## config.mk

```make
export PLATFORM = sky130hd
export DESIGN_NAME = ofm_regs
export DESIGN_NICKNAME = d
export VERILOG_FILES = /design/src/design/ofm_pkg.sv /design/src/design/ofm_regs.sv
export SDC_FILE = /design/constraint.sdc
export NUM_CORES = 1
export LEC_CHECK = 0
export BUFFER_PORTS_ARGS = -buffer_cell sky130_fd_sc_hd__buf_4
export CAP_MARGIN = 15
export CORE_ASPECT_RATIO = 1.75
export CORE_MARGIN = 2
export CORE_UTILIZATION = 57
export DETAILED_ROUTE_END_ITERATION = 10
export PLACE_DENSITY_LB_ADDON = 0.25
export SLEW_MARGIN = 20
export SYNTH_ARGS = -nofsm -noshare
export SYNTH_HDL_FRONTEND = slang
export SYNTH_SLANG_ARGS = --single-unit
```

## constraint.sdc

```tcl
create_clock -name clk -period 3.2 [get_ports clk]
set_input_delay 0 -clock clk [delete_from_list [all_inputs] [get_ports clk]]
set_output_delay 0 -clock clk [all_outputs]
set_load 0.03 [all_outputs]
```

## src/design/ofm_pkg.sv

```systemverilog
// Function
// - fault mask byte kept non-volatile, zero by default, restored after reset.
// - fault mask bit 7 set masks the oem interrupt source.
// - fault mask bit 6 set enables the power-on hour meter.
// - reserved bits written as zero by host; reads return zero.
// - fault mask bit 3 set masks the power loop saturation fault.
// - fault mask bit 2 set masks the high transmit power fault.
// - fault mask bit 1 set masks the bias current high alarm.
// - fault mask bit 0 set masks the laser diode fault.
// - password setting at offsets 12 to 15, offset 12 most significant.
// - compare active password with stored bytes 120-123 or 123-126 per config bit.
// - matching passwords grant oem memory access, otherwise denied.
// - new password takes effect only after power-on or warm reset.
// - these registers accessible only while a valid password is in effect.
// - calibration bit 6 blocks fault comparator outputs.
// - calibration bit 4 suppresses all nvram write cycles.
// - calibration bit 3 places the power loop in calibration mode.
// - calibration bit 2 forces the active-low interrupt output asserted.
// - calibration bit 1 forces the transmit fault output asserted.
// - calibration bit 0 forces the receive signal loss output asserted.
package ofm_pkg;
    // ------------------------------------------------------------
    // serial bus
    // ------------------------------------------------------------
    localparam logic [6:0] OFM_DEV_ADDR     = 7'h53;
    localparam logic [3:0] OFM_ACK_BIT      = 4'h8;
    localparam logic [3:0] OFM_LAST_BIT     = 4'h7;
    localparam logic [7:0] OFM_DENIED_READ  = 8'hff;

    // ------------------------------------------------------------
    // register offsets
    // ------------------------------------------------------------
    localparam logic [7:0] OFM_FAULT_MASK_OFS = 8'h0b;
    localparam logic [7:0] OFM_PW_OFS_MSB     = 8'h0c;
    localparam logic [7:0] OFM_PW_OFS_2       = 8'h0d;
    localparam logic [7:0] OFM_PW_OFS_3       = 8'h0e;
    localparam logic [7:0] OFM_PW_OFS_LSB     = 8'h0f;
    localparam logic [7:0] OFM_CAL_OFS        = 8'h10;

    // ------------------------------------------------------------
    // fault mask fields
    // ------------------------------------------------------------
    localparam int OFM_FM_IRQ_MASK  = 7;
    localparam int OFM_FM_HOUR_EN   = 6;
    localparam int OFM_FM_SAT_MASK  = 3;
    localparam int OFM_FM_TXP_MASK  = 2;
    localparam int OFM_FM_BIAS_MASK = 1;
    localparam int OFM_FM_DIODE_MASK = 0;
    localparam logic [7:0] OFM_FM_WRITABLE = 8'hcf;

    // ------------------------------------------------------------
    // calibration control fields
    // ------------------------------------------------------------
    localparam int OFM_CAL_CMP_BLOCK  = 6;
    localparam int OFM_CAL_CHAN_HOLD  = 5;
    localparam int OFM_CAL_NV_BLOCK   = 4;
    localparam int OFM_CAL_LOOP_CAL   = 3;
    localparam int OFM_CAL_FORCE_IRQ  = 2;
    localparam int OFM_CAL_FORCE_TXF  = 1;
    localparam int OFM_CAL_FORCE_LOS  = 0;
    localparam logic [7:0] OFM_CAL_WRITABLE = 8'h7f;

    // ------------------------------------------------------------
    // reset values
    // ------------------------------------------------------------
    localparam logic [7:0]  OFM_FAULT_MASK_RST = 8'h00;
    localparam logic [31:0] OFM_PW_RST         = 32'h0000_0000;
    localparam logic [7:0]  OFM_CAL_RST        = 8'h00;

    typedef enum logic [2:0] {
        OFM_IDLE,
        OFM_DEVADDR,
        OFM_POINTER,
        OFM_WDATA,
        OFM_RDATA,
        OFM_WAIT_STOP
    } ofm_state_type;
endpackage

```

## src/design/ofm_regs.sv

```systemverilog
`timescale 1ns/10ps
`default_nettype none
module ofm_regs
    import ofm_pkg::*;
(
    input  wire logic        clk,
    input  wire logic        resetn,
    input  wire logic        scl_in,
    input  wire logic        sda_in,
    output logic             sda_out,
    output logic             sda_oe,
    input  wire logic [7:0]  nv_fault_mask_init,
    input  wire logic [31:0] nv_password_init,
    input  wire logic [31:0] stored_pw_low,
    input  wire logic [31:0] stored_pw_high,
    input  wire logic        oem_config_six_pw_sel,
    input  wire logic        warm_reset,
    input  wire logic        fault_saturation,
    input  wire logic        fault_tx_power,
    input  wire logic        alarm_bias_high,
    input  wire logic        fault_diode,
    input  wire logic        oem_irq_source,
    input  wire logic        signal_loss_in,
    output logic             int_n,
    output logic             transmit_fault_output,
    output logic             receive_signal_loss_output,
    output logic             oem_access_granted,
    output logic             hour_meter_enable,
    output logic             comparator_channel_hold,
    output logic             power_loop_calibration,
    output logic             nvram_write_block,
    output logic             nv_wr_stb,
    output logic [7:0]       nv_wr_addr,
    output logic [7:0]       nv_wr_data
);

    // ------------------------------------------------------------
    // pin synchronisers and bus conditions
    // ------------------------------------------------------------
    logic [1:0]    scl_sync_q;
    logic [1:0]    sda_sync_q;
    logic          scl_prev_q;
    logic          sda_prev_q;
    logic          bus_start;
    logic          bus_stop;
    logic          scl_rise;
    logic          scl_fall;

    always_ff @(posedge clk or negedge resetn) begin
        if (!resetn) begin
            scl_sync_q <= 2'h3;
            sda_sync_q <= 2'h3;
            scl_prev_q <= 1'b1;
            sda_prev_q <= 1'b1;
        end else begin
            scl_sync_q <= {scl_sync_q[0], scl_in};
            sda_sync_q <= {sda_sync_q[0], sda_in};
            scl_prev_q <= scl_sync_q[1];
            sda_prev_q <= sda_sync_q[1];
        end
    end

    assign bus_start = scl_sync_q[1] & scl_prev_q & sda_prev_q & ~sda_sync_q[1];
    assign bus_stop  = scl_sync_q[1] & scl_prev_q & ~sda_prev_q & sda_sync_q[1];
    assign scl_rise  = scl_sync_q[1] & ~scl_prev_q;
    assign scl_fall  = ~scl_sync_q[1] & scl_prev_q;

    // ------------------------------------------------------------
    // register storage
    // ------------------------------------------------------------
    logic [7:0]    fault_mask_q;
    logic [31:0]   oem_password_setting_q;
    logic [31:0]   active_pw_q;
    logic [7:0]    calibration_test_control_q;
    logic          boot_q;
    logic          pw_valid;
    logic          reg_wr;
    logic [7:0]    ptr_q;
    logic [7:0]    shift_q;

    // first cycle after reset restores non-volatile contents
    always_ff @(posedge clk or negedge resetn) begin
        if (!resetn) begin
            boot_q <= 1'b1;
        end else begin
            boot_q <= 1'b0;
        end
    end

    always_ff @(posedge clk or negedge resetn) begin
        if (!resetn) begin
            fault_mask_q <= OFM_FAULT_MASK_RST;
        end else if (boot_q) begin
            fault_mask_q <= nv_fault_mask_init & OFM_FM_WRITABLE;
        end else if (reg_wr && ptr_q == OFM_FAULT_MASK_OFS) begin
            fault_mask_q <= shift_q & OFM_FM_WRITABLE;
        end
    end

    always_ff @(posedge clk or negedge resetn) begin
        if (!resetn) begin
            oem_password_setting_q <= OFM_PW_RST;
        end else if (boot_q) begin
            oem_password_setting_q <= nv_password_init;
        end else if (reg_wr) begin
            unique case (ptr_q)
                OFM_PW_OFS_MSB: oem_password_setting_q[31:24] <= shift_q;
                OFM_PW_OFS_2:   oem_password_setting_q[23:16] <= shift_q;
                OFM_PW_OFS_3:   oem_password_setting_q[15:8]  <= shift_q;
                OFM_PW_OFS_LSB: oem_password_setting_q[7:0]   <= shift_q;
                default: ;
            endcase
        end
    end

    // comparison value only follows the setting on a reset
    always_ff @(posedge clk or negedge resetn) begin
        if (!resetn) begin
            active_pw_q <= OFM_PW_RST;
        end else if (boot_q) begin
            active_pw_q <= nv_password_init;
        end else if (warm_reset) begin
            active_pw_q <= oem_password_setting_q;
        end
    end

    always_ff @(posedge clk or negedge resetn) begin
        if (!resetn) begin
            calibration_test_control_q <= OFM_CAL_RST;
        end else if (reg_wr && ptr_q == OFM_CAL_OFS) begin
            calibration_test_control_q <= shift_q & OFM_CAL_WRITABLE;
        end
    end

    assign pw_valid = oem_config_six_pw_sel ? (active_pw_q == stored_pw_high)
                                            : (active_pw_q == stored_pw_low);
    assign oem_access_granted = pw_valid;

    // ------------------------------------------------------------
    // non-volatile write-back
    // ------------------------------------------------------------
    function automatic logic is_nv_offset(input logic [7:0] ofs);
        return ofs >= OFM_FAULT_MASK_OFS && ofs <= OFM_PW_OFS_LSB;
    endfunction

    always_ff @(posedge clk or negedge resetn) begin
        if (!resetn) begin
            nv_wr_stb  <= 1'b0;
            nv_wr_addr <= 8'h00;
            nv_wr_data <= 8'h00;
        end else begin
            nv_wr_stb <= reg_wr && is_nv_offset(ptr_q)
                         && !calibration_test_control_q[OFM_CAL_NV_BLOCK];
            if (reg_wr) begin
                nv_wr_addr <= ptr_q;
                nv_wr_data <= ptr_q == OFM_FAULT_MASK_OFS ? (shift_q & OFM_FM_WRITABLE)
                                                          : shift_q;
            end
        end
    end

    // ------------------------------------------------------------
    // read data
    // ------------------------------------------------------------
    function automatic logic [7:0] read_byte(input logic [7:0] ofs,
                                             input logic       granted);
        logic [7:0] val;
        val = 8'h00;
        if (!granted) begin
            val = OFM_DENIED_READ;
        end else begin
            unique case (ofs)
                OFM_FAULT_MASK_OFS: val = fault_mask_q;
                OFM_PW_OFS_MSB:     val = oem_password_setting_q[31:24];
                OFM_PW_OFS_2:       val = oem_password_setting_q[23:16];
                OFM_PW_OFS_3:       val = oem_password_setting_q[15:8];
                OFM_PW_OFS_LSB:     val = oem_password_setting_q[7:0];
                OFM_CAL_OFS:        val = calibration_test_control_q;
                default:            val = 8'h00;
            endcase
        end
        return val;
    endfunction

    logic [7:0]    rd_now;
    logic [7:0]    rd_next;

    always_comb begin
        rd_now  = read_byte(ptr_q, pw_valid);
        rd_next = read_byte(ptr_q + 8'h01, pw_valid);
    end

    // ------------------------------------------------------------
    // serial slave
    // ------------------------------------------------------------
    ofm_state_type state_q;
    logic [3:0]    bit_cnt_q;
    logic          read_mode_q;
    logic          sda_low_q;
    logic [7:0]    tx_q;

    assign reg_wr = state_q == OFM_WDATA && scl_fall && bit_cnt_q == OFM_LAST_BIT
                    && pw_valid;

    always_ff @(posedge clk or negedge resetn) begin
        if (!resetn) begin
            shift_q <= 8'h00;
        end else if (scl_rise && bit_cnt_q != OFM_ACK_BIT) begin
            shift_q <= {shift_q[6:0], sda_sync_q[1]};
        end
    end

    always_ff @(posedge clk or negedge resetn) begin
        if (!resetn) begin
            state_q     <= OFM_IDLE;
            bit_cnt_q   <= 4'h0;
            read_mode_q <= 1'b0;
            sda_low_q   <= 1'b0;
            tx_q        <= 8'h00;
            ptr_q       <= 8'h00;
        end else if (bus_stop) begin
            state_q   <= OFM_IDLE;
            sda_low_q <= 1'b0;
        end else if (bus_start) begin
            state_q   <= OFM_DEVADDR;
            // scl fall that closes the start is not a bit; wraps to 0 there
            bit_cnt_q <= 4'hf;
            sda_low_q <= 1'b0;
        end else if (state_q == OFM_RDATA && scl_rise && bit_cnt_q == OFM_ACK_BIT
                     && sda_sync_q[1]) begin
            state_q <= OFM_WAIT_STOP;
        end else if (scl_fall && state_q != OFM_IDLE && state_q != OFM_WAIT_STOP) begin
            if (bit_cnt_q == OFM_LAST_BIT) begin
                bit_cnt_q <= OFM_ACK_BIT;
                unique case (state_q)
                    OFM_DEVADDR: begin
                        if (shift_q[7:1] == OFM_DEV_ADDR) begin
                            sda_low_q   <= 1'b1;
                            read_mode_q <= shift_q[0];
                        end else begin
                            state_q <= OFM_WAIT_STOP;
                        end
                    end
                    OFM_POINTER: begin
                        ptr_q     <= shift_q;
                        sda_low_q <= 1'b1;
                    end
                    OFM_WDATA: begin
                        ptr_q     <= ptr_q + 8'h01;
                        sda_low_q <= 1'b1;
                    end
                    OFM_RDATA: begin
                        sda_low_q <= 1'b0;
                    end
                    default: ;
                endcase
            end else if (bit_cnt_q == OFM_ACK_BIT) begin
                bit_cnt_q <= 4'h0;
                sda_low_q <= 1'b0;
                unique case (state_q)
                    OFM_DEVADDR: begin
                        if (read_mode_q) begin
                            state_q   <= OFM_RDATA;
                            tx_q      <= rd_now;
                            sda_low_q <= ~rd_now[7];
                        end else begin
                            state_q <= OFM_POINTER;
                        end
                    end
                    OFM_POINTER: state_q <= OFM_WDATA;
                    OFM_RDATA: begin
                        ptr_q     <= ptr_q + 8'h01;
                        tx_q      <= rd_next;
                        sda_low_q <= ~rd_next[7];
                    end
                    default: ;
                endcase
            end else begin
                bit_cnt_q <= bit_cnt_q + 4'h1;
                if (state_q == OFM_RDATA) begin
                    tx_q      <= {tx_q[6:0], 1'b0};
                    sda_low_q <= ~tx_q[6];
                end
            end
        end
    end

    // open drain: only ever pulls low
    assign sda_out = 1'b0;
    assign sda_oe  = sda_low_q;

    // ------------------------------------------------------------
    // control outputs and fault combining
    // ------------------------------------------------------------
    logic          cmp_open;
    logic          fault_any;
    logic          irq_any;

    assign hour_meter_enable       = fault_mask_q[OFM_FM_HOUR_EN];
    assign comparator_channel_hold = calibration_test_control_q[OFM_CAL_CHAN_HOLD];
    assign power_loop_calibration  = calibration_test_control_q[OFM_CAL_LOOP_CAL];
    assign nvram_write_block       = calibration_test_control_q[OFM_CAL_NV_BLOCK];

    assign cmp_open = ~calibration_test_control_q[OFM_CAL_CMP_BLOCK];

    assign fault_any = cmp_open & (
          (fault_saturation & ~fault_mask_q[OFM_FM_SAT_MASK])
        | (fault_tx_power   & ~fault_mask_q[OFM_FM_TXP_MASK])
        | (alarm_bias_high  & ~fault_mask_q[OFM_FM_BIAS_MASK])
        | (fault_diode      & ~fault_mask_q[OFM_FM_DIODE_MASK]));

    assign irq_any = fault_any
                   | (oem_irq_source & ~fault_mask_q[OFM_FM_IRQ_MASK]);

    always_ff @(posedge clk or negedge resetn) begin
        if (!resetn) begin
            int_n                      <= 1'b1;
            transmit_fault_output      <= 1'b0;
            receive_signal_loss_output <= 1'b0;
        end else begin
            int_n <= ~(irq_any | calibration_test_control_q[OFM_CAL_FORCE_IRQ]);
            transmit_fault_output <= fault_any
                | calibration_test_control_q[OFM_CAL_FORCE_TXF];
            receive_signal_loss_output <= signal_loss_in
                | calibration_test_control_q[OFM_CAL_FORCE_LOS];
        end
    end

endmodule
`default_nettype wire

```

* After elaboration in Yosys (flattened, before gate mapping) *
Index checks and enable logic that the tools add are counted.

storage, ports and cells
  word-level logic and storage cells = 192
  output and inout port bits = 27
  flip-flop bits (word level) = 138
  input port bits = 116

cells by class
  add/sub/neg operators = 2
  reduce and logical (&&, ||, !) cells = 44
  multiplexer cells = 50
  $lt $le $gt $ge = 2
  bitwise gates (word level) = 38
  equal/unequal tests = 31

operators by type and width
  operator                                                           number
  2-to-1 mux 32 bit                                                  4
  one-hot mux 8 bit (6 select lines)                                 2
  2-to-1 mux 8 bit                                                   11
  == test 8 x 4 -> 1 bit, second input constant                      10
  == test 32 bit                                                     2
  2-to-1 mux 3 bit                                                   9
  nonzero test 2 bit                                                 12
  2-to-1 mux 7 bit                                                   3
  2-to-1 mux 4 bit                                                   5
  inverter 1 bit                                                     18
  == test 8 x 5 -> 1 bit, second input constant                      2
  one-hot mux 8 bit (2 select lines)                                 1
  nonzero test 5 bit                                                 3
  logical AND 1 bit                                                  14
  one-hot mux 7 bit (2 select lines)                                 1
  AND reduction 7 bit                                                2
  AND 1 bit                                                          13
  2-to-1 mux 1 bit                                                   10
  != test 5 bit, second input constant                               2
  AND reduction 5 bit                                                2
  != test 3 bit, second input constant                               3
  adder 8 x 1 -> 8 bit, second input constant                        1
  greater-or-equal comparator 8 x 4 -> 1 bit, second input constant  1
  less-or-equal comparator 8 x 4 -> 1 bit, second input constant     1
  other kinds (24)                                                   35

* Depth between registers and ports, before layout *
Gate-level depths: netlist of the first run.

  word-level depth = 12
  depth in mapped cells = 11
  gate-level depth less buffers = 9

* Least setup slack after synthesis of the first run *
Ideal clock, no wire load.

  path type = register to register
  start point = register ptr_q[6]
  end point = register calibration_test_control_q[0]
  data arrival time = 2.487 ns
  data required time = 3.075 ns
  clock period less this slack = 2.611 ns
  path buffers = 1
  library setup time = 0.125 ns
  slack = 0.589 ns
  cell stages (with the launch flop) = 6
  cells stage by stage = dfrtp_1 or3_1 clkbuf_1 nor4_1 nor3b_4 mux2_2

between the ends
  cells in the longest elaborated chain, start to end = 2

RTL lines
  element                   RTL line         RTL
  start: declaration        ofm_regs.sv:78   logic [7:0] ptr_q;
  start signal: assignment  ofm_regs.sv:245  ptr_q <= shift_q;
  start signal: assignment  ofm_regs.sv:249  ptr_q <= ptr_q + 8'h01;
  start signal: assignment  ofm_regs.sv:272  ptr_q <= ptr_q + 8'h01;
  == test 8 x 5 -> 1 bit    ofm_regs.sv:130  end else if (reg_wr && ptr_q == OFM_CAL_OFS) begin
  logical AND 1 bit         ofm_regs.sv:130
  end signal: assignment    ofm_regs.sv:131  calibration_test_control_q <= shift_q & OFM_CAL_WRITABLE;
  end: declaration          ofm_regs.sv:74   logic [7:0] calibration_test_control_q;

No other way between the ends.
A chain may end at the register's enable or synchronous reset.

* Worst setup path in the final report of the first run *
  start point = register ptr_q[0]
  end point = register tx_q[2]

between the ends
  cells in the longest elaborated chain, start to end = 6
  elaborated cells on any way between the ends = 20
  those cells by class = 1 x add/sub; 12 x eq/ne; 7 x mux

RTL lines
  element                                                                        RTL line                          RTL
  adder 8 x 1 -> 8 bit, or another cell as far along                             ofm_regs.sv:190                   rd_next = read_byte(ptr_q + 8'h01, pw_valid);
  == test 8 x 5 -> 1 bit, or another cell as far along                           ofm_regs.sv:172                   unique case (ofs)
  one-hot mux 8 bit (6 select lines) / 2-to-1 mux 8 bit (equally long branches)  ofm_regs.sv:172, ofm_regs.sv:169
  2-to-1 mux 8 bit / 2-to-1 mux 7 bit (equally long branches)                    ofm_regs.sv:169, ofm_regs.sv:262
  one-hot mux 7 bit (2 select lines) (*)                                         ofm_regs.sv:260                   unique case (state_q)
  2-to-1 mux 7 bit (*)                                                           ofm_regs.sv:257                   end else if (bit_cnt_q == OFM_ACK_BIT) begin
  end signal: assignment                                                         ofm_regs.sv:264                   tx_q <= rd_now;
  end signal: assignment                                                         ofm_regs.sv:273                   tx_q <= rd_next;
  end signal: assignment                                                         ofm_regs.sv:281                   tx_q <= {tx_q[6:0], 1'b0};
  end: declaration                                                               ofm_regs.sv:200                   logic [7:0] tx_q;

Mark *: on every way between the ends. The rest lies on a longest branch, timed or not. The select of a mux whose other input is x is not followed.

==> metrics.md, run 1 <==
| Metric | Value |
|---|---|
| Number of buffers inserted by hold repair at cts | 46 |
| Total power divided by cell area | 609 nW/um^2 |
| Number of inserted filler cells in the final layout | just over 900 |
| Global placer's final weighted congestion | approximately 0.93 |
| Combinational share of power | between 20% and 30% |
| Switching power summed over all nets | 2.18 mW |
| Area fraction of the dominant cell type after synthesis | around 41% |
| Endpoint type of the worst setup path | flip-flop |
| Routed WL | 24700 um |
| Total chip power | between 6 and 7 mW |
| Largest clock skew in the final design | approximately 0.0071 ns |
| Count of max-cap constraint violations | 0 |
| Number of resized instances in the post-cts repair step | 0 |
| Total die area | ~15000 um^2 |
| Violation count after the first detailed-routing iteration | 503 |
| Lkg Pwr | about 4.6 nW |
| Routed via count | about 7200 |
| Result of the run | finished, final reports clean |
| Crit start category | flip-flop |
| Simple-Gate Fraction of Synth Area | approximately 14% |
| Pin count of the biggest net entering global routing | 70 |
| Antenna Diode Count | 0 |
| Port Buffer Count | between 100 and 150 |
| Max Transition Viols Final | 0 |
| Compound-cell area share of the yosys netlist | 15.4% |
| GRT Overall Usage | roughly a third |
| Ranking of synthesized cells by area | dfrtp_1, mux2i_1, a21oi_1 |
| Synthesized flop and latch total | 136 |
| Netlist area before placement | roughly 8000 um^2 |
| Hold crit path type | in2async |
| Xor/xnor cell area share of the yosys netlist | between 3 and 4% |
| Met1 layer usage reported by global route | a little under two fifths |
| Sum Neg Setup Slack | 0 ns |
| Met2 global-route usage | 61.6% |
| List of most frequent post-synthesis cells | dfrtp_1, mux2i_1, a21oi_1 |
| Peak supply drop | approximately 0.00047 V |
| Portion of netlist area occupied by mux cells | about 18% |
| Sequential share of the synthesized area | 43.6% |
| YS warnings | 0 |
| Final Hold Viols | 0 |
| Vias per Instance | approximately 6 |
| Leading cell type by number of instances after synthesis | dfrtp_1 |
| Die height | around 160 um |
| Number of design rule violations left after detail routing | 0 |
| Site Rows | 56 |
| Number of enable flip-flop cells after synthesis | 0 |
| Share of the cycle needed by the critical path after routing | 87.7% |
| Number of global-route vias before repair | ~7600 |
| Data arrival time of the worst path | 3.12 ns |
| Actual slew at the worst max-slew pin | about 1.0 ns |
| Share of post-route cells with drive strength above 1 | 26.9% |
| Peak fanout along the critical path | 12 |
| Clock net sink count | between 100 and 150 |
| Combinational family with the most area after synthesis | multiplexers |
| Met3 track utilization from global routing | 5.77% |
| Post-Synth Adder-Cell Area | ~1.1% |
| Internal Pwr Total | 4.09 mW |
| Post-synthesis instance total | a little under 800 |
| Count of endpoints failing setup in the final report | 0 |
| Post-CTS setup buffer count | 0 |
| Starting Density | between 50 and 60% |
| Total congestion overflow | 0 |
| Detail Placement HPWL | 17200 um |
| Synth async-reset ratio | 100% |
| Final layout net count | approximately 1100 |
| Global routing's busiest layer | met2 |
| Width of the chip | between 90 and 100 um |
| Post-layout minimum cycle time | approximately 2.8 ns |
| Switching share of power | 34.8% |
| Post-synth top area cell | dfrtp_1 |
| Sequential cell fraction of total power | 37.3% |
| Buffer type at the clock tree root | clkbuf_16 |
| CTS clk-pin slew, worst paths | ~0.060 ns |
| Final routed wire length divided by cell count | around 21 um |
| Kind of critical path | reg2reg |
| Antenna violations before repair | 0 |
| Post-synth top flop | dfrtp_1 |
| Unrepaired setup endpoints after global routing | false |
| CORE AREA | around 13000 um^2 |
| Clock tree from TritonCTS | built |
| Netlist cell types | 65 |
| Headroom to the max-slew limit | 31.2% |
| Antenna-violating nets left | 0 |
| Boundary pin count | roughly 140 |
| CTS Buffer Depth | 2 |
| Worst Path Required | about 3.5 ns |
| Area growth, synth to finish | 31.5% |
| Clock Latency Late Sink | between 0.4 and 0.5 ns |
| Wire length of the first global-routing pass | slightly below 40000 um |
| Post-Synthesis Mean Instance Area | between 9 and 10 um^2 |
| Max Fclk | approximately 360 MHz |
| Clock network power share | ~34% |
| Number of CTS-inserted buffers | 17 |
| Length of the first detailed-routing pass in iterations | 6 |
| H-tree lvl count | 4 |
[logic make-up after synthesis]
logic type,after synthesis
multiplexers,140
buffers and inverters,75
other,1
XOR/XNOR,33
adder cells (fa/ha/maj),7
AND/OR/NAND/NOR,207
AO/OA/AOI/OAI,193
flip-flops,136
[power by group through the flow]
stage                     Clock [mW]  Combinational, mW  Sequential (mW)
after detailed placement           0               1.67             2.35
after global placement             0               1.62             2.33
final                           2.15               1.78             2.34
after global routing            2.24               1.93             2.37
after floorplan                    0               1.17             2.19
after CTS                       2.16               1.74             2.32
[critical path: stages (launching register included)]
cell and delay (ns):
dfrtp_1 0.51, ha_1 0.52, inv_1 0.14, nor4_2 0.56, buf_4 0.25, a22o_1 0.13
a31oi_1 0.05, a22oi_1 0.22, nor3_1 0.08, o31ai_1 0.26
[area by class of cell]
cell class	count	area, um^2	share of cell area [%]
multi-input combinational	582	4110	39.9
sequential	136	3410	33.1
timing repair buffer	224	1830	17.8
clock buffer	19	453	4.40
tap	174	218	2.11
clock inverter	13	193	1.87
inverter	20	75.1	0.729
[layer usage]
layer  vias up  part of all wire, %
met3        78                  6.0
met4         0                  6.4
li1       3261                    -
met1      3479                   34
met5         -                    0
met2       356                   53
[worst paths after layout]
kind	slack, ns	from	end	cells after the start
worst min-delay path	0.02	resetn	receive_signal_loss_output	2
worst max-delay path	0.39	ptr_q[0]	tx_q[2]	9
min in group clk	0.20	warm_reset	active_pw_q[7]	3
max in group asynchronous	2.26	resetn	oem_password_setting_q[4]	3
worst min register to register	0.35	scl_sync_q[0]	scl_sync_q[1]	0
worst max register to register	0.39	ptr_q[0]	tx_q[2]	9
[per-stage QoR]
step	area, um^2	instances	hold WS [ns]	worst slack (ns)	utilization [%]
floorplan	7840	793	-0.296	0.589	-
global placement	9190	1090	-0.104	0.520	68.3
detailed placement	9190	1090	-0.0920	0.463	68.3
CTS	10300	1168	0.0139	0.419	76.6
global route	10300	1168	0.0411	0.147	76.6
finish	10300	1168	0.0182	0.393	76.6
[placed cells by master, fill, tap and decap left out, drive strengths merged, types with 5 or more instances in the layout]
cell type / count
buf: 178
dfrtp: 128
mux2i: 107
a21oi: 90
nand2: 58
nor2: 53
dlygate4sd3: 46
mux2: 33
xnor2: 32
o21ai: 24
inv: 23
a22oi: 19
clkbuf: 19
nand3: 18
nor4: 12
nor2b: 10
nand4: 10
nor3: 9
dfstp: 8
o31ai: 7
ha: 7
or2: 7
a31oi: 6
a222oi: 6
or3: 5
o22ai: 5
and3: 5
a32oi: 5
a221oi: 5
a22o: 5
nor4b: 5
[state kept, by name, indices dropped and copies added (netlist names), 2 cells and up]
signal                      cells
active_pw_q                    32
oem_password_setting_q         32
sda_sync_q                      2
nv_wr_addr                      8
tx_q                            7
nv_wr_data                      8
ptr_q                           8
state_q                         3
calibration_test_control_q      7
bit_cnt_q                       4
fault_mask_q                    6
shift_q                         8
scl_sync_q                      2
No activity file was read; power rests on OpenSTA's default activity.
==> inputs of run 2 (changes only) <==
--- a/config.mk
+++ b/config.mk
@@ -5,6 +5,7 @@
 export SDC_FILE = /design/constraint.sdc
 export NUM_CORES = 1
 export LEC_CHECK = 0
+export ABC_AREA = 1
 export BUFFER_PORTS_ARGS = -buffer_cell sky130_fd_sc_hd__buf_4
 export CAP_MARGIN = 15
 export CORE_ASPECT_RATIO = 1.75
==> run 2 against run 1 <==
Compared with the run above:
- design area is 1.6% higher
- global-route usage increased by 0.58 points
- clock skew grew 0.0018 ns
- maximum frequency is 9.8% higher
- routed wire length rose by 7.4%
- setup slack improved by 0.25 ns
- synthesized area increased by 5.9%
- total power shrank 11%
- clock power fell by 9.8%
- sequential power barely moved
- critical path depth rose by 5
- critical endpoint is now tx_q[5]
- largest cell class unchanged
==> metrics.md, run 2 <==
| Metric | Value |
|---|---|
| Biggest registers after layout | active_pw_q x32, oem_password_setting_q x32 |
| Endpoint type of the worst setup path | flip-flop |
| Clock network power share | 34.6% (+0.3 points) |
| Timing startpoint of the critical path | ptr_q[1] |
| Data arrival time of the worst path | 2.93 ns (-0.19 ns) |
| Reg2Reg Setup Slack | 0.64 ns (+0.25 ns) |
| Buffer type at the clock tree root | clkbuf_16 |
| Worst hold start | warm_reset |
| GRT Overall Usage | 34.9% (+0.58 points) |
| Final Hold Viols | 0 (unchanged) |
| Post-CTS setup buffer count | 0 (unchanged) |
| Detail Placement HPWL | 19200 um (+11%) |
| Number of inserted filler cells in the final layout | 1204 (+31%) |
| Number of design rule violations left after detail routing | 0 (unchanged) |
| Violation count after the first detailed-routing iteration | 609 (+21%) |
| Max Transition Viols Final | 0 (unchanged) |
| Kind of critical path | reg2reg |
| Sequential share of the synthesized area | 41.1% (-2.4 points) |
| Global placer's final weighted congestion | 1.02 (+9.9%) |
| Count of endpoints failing setup in the final report | 0 (unchanged) |
| Unrepaired setup endpoints after global routing | false |
| Ranking of synthesized cells by area | dfrtp_1, nand2_1, nand3_1 |
| CORE AREA | 14300 um^2 (+6.3%) |
| Clock net sink count | 136 (unchanged) |
| Final core area utilization | 73.2% (-3.4 points) |
| Netlist area before placement | 8300 um^2 (+5.9%) |
| Internal Pwr Total | 3.65 mW (-11%) |
| Most frequent standard cell in the layout excluding fill and tap cells | nand2_1 |
| Instance count after placement with tap cells included | 1466 (+34%) |
| Clock Latency Late Sink | 0.43 ns (about the same) |
| CTS Buffer Depth | 2 (unchanged) |
| Synthesized flop and latch total | 136 (unchanged) |
| Startpoint of the lowest-slack register-to-register path | ptr_q[1] |
| Area growth, synth to finish | 26.1% |
| Post-synth top area cell | dfrtp_1 |
| Commonest cells after routing, fill and taps aside | nand2_1, buf_4, nand3_1 |
| Hold WS | 0.00715 ns (-0.0111 ns) |
| Antenna violations before repair | 0 (unchanged) |
| Hold-critical path depth | 3 |
| Pin count of the biggest net entering global routing | 74 (+5.7%) |
| Post-synth top flop | dfrtp_1 |
| Number of enable flip-flop cells after synthesis | 0 (unchanged) |
| Worst path setup slack after routing | 0.642 ns (+0.250 ns) |
| Result of the run | finished, final reports clean |
| Synth async-reset ratio | 100% (unchanged) |
| Lkg Pwr | 5.36 nW (+15%) |
| Site Rows | 58 (+3.6%) |
| Final layout net count | 1473 (+33%) |
| Total die area | 15600 um^2 (+5.7%) |
| Antenna Diode Count | 0 (unchanged) |
| Number of cells traversed by the worst register-to-register path | 14 (+5) |
| Layout Cells excl Fill | 1543 (+32%) |
| Vias per Instance | 5.53 (-10%) |
| Hold crit path type | in2reg |
| Max Fclk | 391 MHz (+9.8%) |
| H-tree lvl count | 4 (unchanged) |
| Wire length of the first global-routing pass | 40900 um (+3.9%) |
| Antenna-violating nets left | 0 (unchanged) |
| Starting Density | 58.0% (-0.21 points) |
| Routed WL | 26500 um (+7.4%) |
| Total power divided by cell area | 536 nW/um^2 (-12%) |
| Number of global-route vias before repair | 8065 (+6.3%) |
| Headroom to the max-slew limit | 54.7% (+23 points) |
| Reg-to-Reg End | tx_q[5] |
| Sum Neg Setup Slack | 0 ns (unchanged) |
| Sequential cell fraction of total power | 41.6% (+4.3 points) |
| Share of the cycle needed by the critical path after routing | 79.9% (-7.8 points) |
| Final routed wire length divided by cell count | 17.2 um (-19%) |
| CTS clk-pin slew, worst paths | 0.06 ns (about the same) |
| Peak fanout along the critical path | 6 (-6) |
| Port Buffer Count | 139 (unchanged) |
| End point of the worst hold path | active_pw_q[26] |
| List of most frequent post-synthesis cells | nand2_1, nand3_1, dfrtp_1 |
| Post-layout minimum cycle time | 2.56 ns (-0.250 ns) |
| Clock tree from TritonCTS | built |
| Switching power summed over all nets | 1.96 mW (-10%) |
| Netlist cell types | 45 (-31%) |
| Width of the chip | 95.2 um (+2.8%) |
| Length of the first detailed-routing pass in iterations | 5 (-1) |
| Share of post-route cells with drive strength above 1 | 16.8% (-10 points) |
| Total congestion overflow | 0 (unchanged) |
| Die height | 164 um (+2.8%) |
| Leading cell type by number of instances after synthesis | nand2_1 |
| YS warnings | 0 (unchanged) |
| Pre-CTS setup slack | 0.633 ns (+0.169 ns) |
| Combinational share of power | 23.7% (-4.7 points) |
| Boundary pin count | 143 (unchanged) |
| Switching share of power | 35.0% (+0.20 points) |
| Count of max-cap constraint violations | 0 (unchanged) |
| Post-synthesis instance total | 1173 (+48%) |
| Actual slew at the worst max-slew pin | 0.680 ns (-0.352 ns) |
| Number of CTS-inserted buffers | 17 (unchanged) |
| Peak supply drop | 0.000407 V (-13%) |
| Post-Synthesis Mean Instance Area | 7.07 um^2 (-29%) |
| Largest clock skew in the final design | 0.00888 ns (+0.00177 ns) |
| Crit start category | flip-flop |
| Area fraction of the dominant cell type after synthesis | 38.6% (-2.3 points) |
| Routed via count | 8534 (+19%) |
| Worst Path Required | 3.57 ns (+0.06 ns) |
run 2: changes by cell type in the layout (fill, tap and decap cells not counted), sizes merged, moves of 15 or more:
| cell | previous run | this run |
|---|---|---|
| nand2 | 58 | 427 |
| nand3 | 18 | 141 |
| mux2i | 107 | 0 |
| inv | 23 | 129 |
| a21oi | 90 | 9 |
| o21ai | 24 | 105 |
| nor2 | 53 | 92 |
| mux2 | 33 | 0 |
| buf | 178 | 150 |
| xnor2 | 32 | 17 |
run 2: cell type report:
class / count / area (um^2) / area share, %
Multi-Input combinational cell: 874 / 4170 / 39.9
Timing Repair Buffer: 195 / 1590 / 15.2
Inverter: 126 / 478 / 4.57
Clock inverter: 12 / 144 / 1.38
Tap cell: 180 / 225 / 2.15
Sequential cell: 136 / 3410 / 32.6
Clock buffer: 20 / 437 / 4.17
run 2: metal layers:
layer | global-route usage, % | routed length [um] | up-vias
met1 | 37.3 | 9430 | 3898
met5 | 0 | 0 | -
met4 | 23.5 | 2050 | 0
met3 | 6.78 | 1840 | 115
li1 | - | - | 4107
met2 | 60.7 | 13200 | 414
run 2: power groups by stage:
stage	combinational (mW)	clock, mW	sequential [mW]
after detailed placement	1.26	0	2.35
after global placement	1.22	0	2.34
after CTS	1.32	1.94	2.32
final	1.33	1.94	2.34
after floorplan	0.852	0	2.24
after global routing	1.50	2.02	2.36
run 2: logic make-up after synthesis:
kind of cell | count (synthesis) | share of synthesized area (%)
and+or+nand+nor | 687 | 35.5
buffers and inverters | 164 | 8.61
AOI/OAI and AO/OA | 146 | 10.2
DFF | 136 | 41.1
xor gates and xnor gates | 32 | 3.38
adders and majority gates | 7 | 1.06
other | 1 | 0.0452
run 2: what timing repair did:
action | in CTS | in global routing
hold buffers | 45 | 0
gates resized for setup | 0 | 0
endpoints found under the hold margin | 142 | 0
run 2: worst max path at each step:
stage	endpoint	slack, ns
finish	tx_q[5]	0.64
global route	tx_q[5]	0.44
CTS	tx_q[5]	0.69
detailed placement	oem_password_setting_q[17]	0.63
global placement	oem_password_setting_q[22]	0.68
floorplan	tx_q[5]	1.25
run 2: critical path, cell delays in order (launching register included):
cell	delay [ns]
dfrtp_1	0.45
ha_1	0.22
inv_1	0.09
nand2_1	0.05
nand2_1	0.12
nand3_1	0.23
nor2_1	0.42
nand2_1	0.23
nand2_1	0.11
nor2_1	0.05
a21oi_1	0.16
nand2_1	0.09
nand2_1	0.13
nand2_1	0.06
nand2_1	0.06
run 2: stage by stage:
step	total power [mW]	instance area, um^2
final	5.61	10500
after global routing	5.88	10500
after CTS	5.58	10500
after detailed placement	3.61	9430
after global placement	3.56	9430
after floorplan	3.09	8300
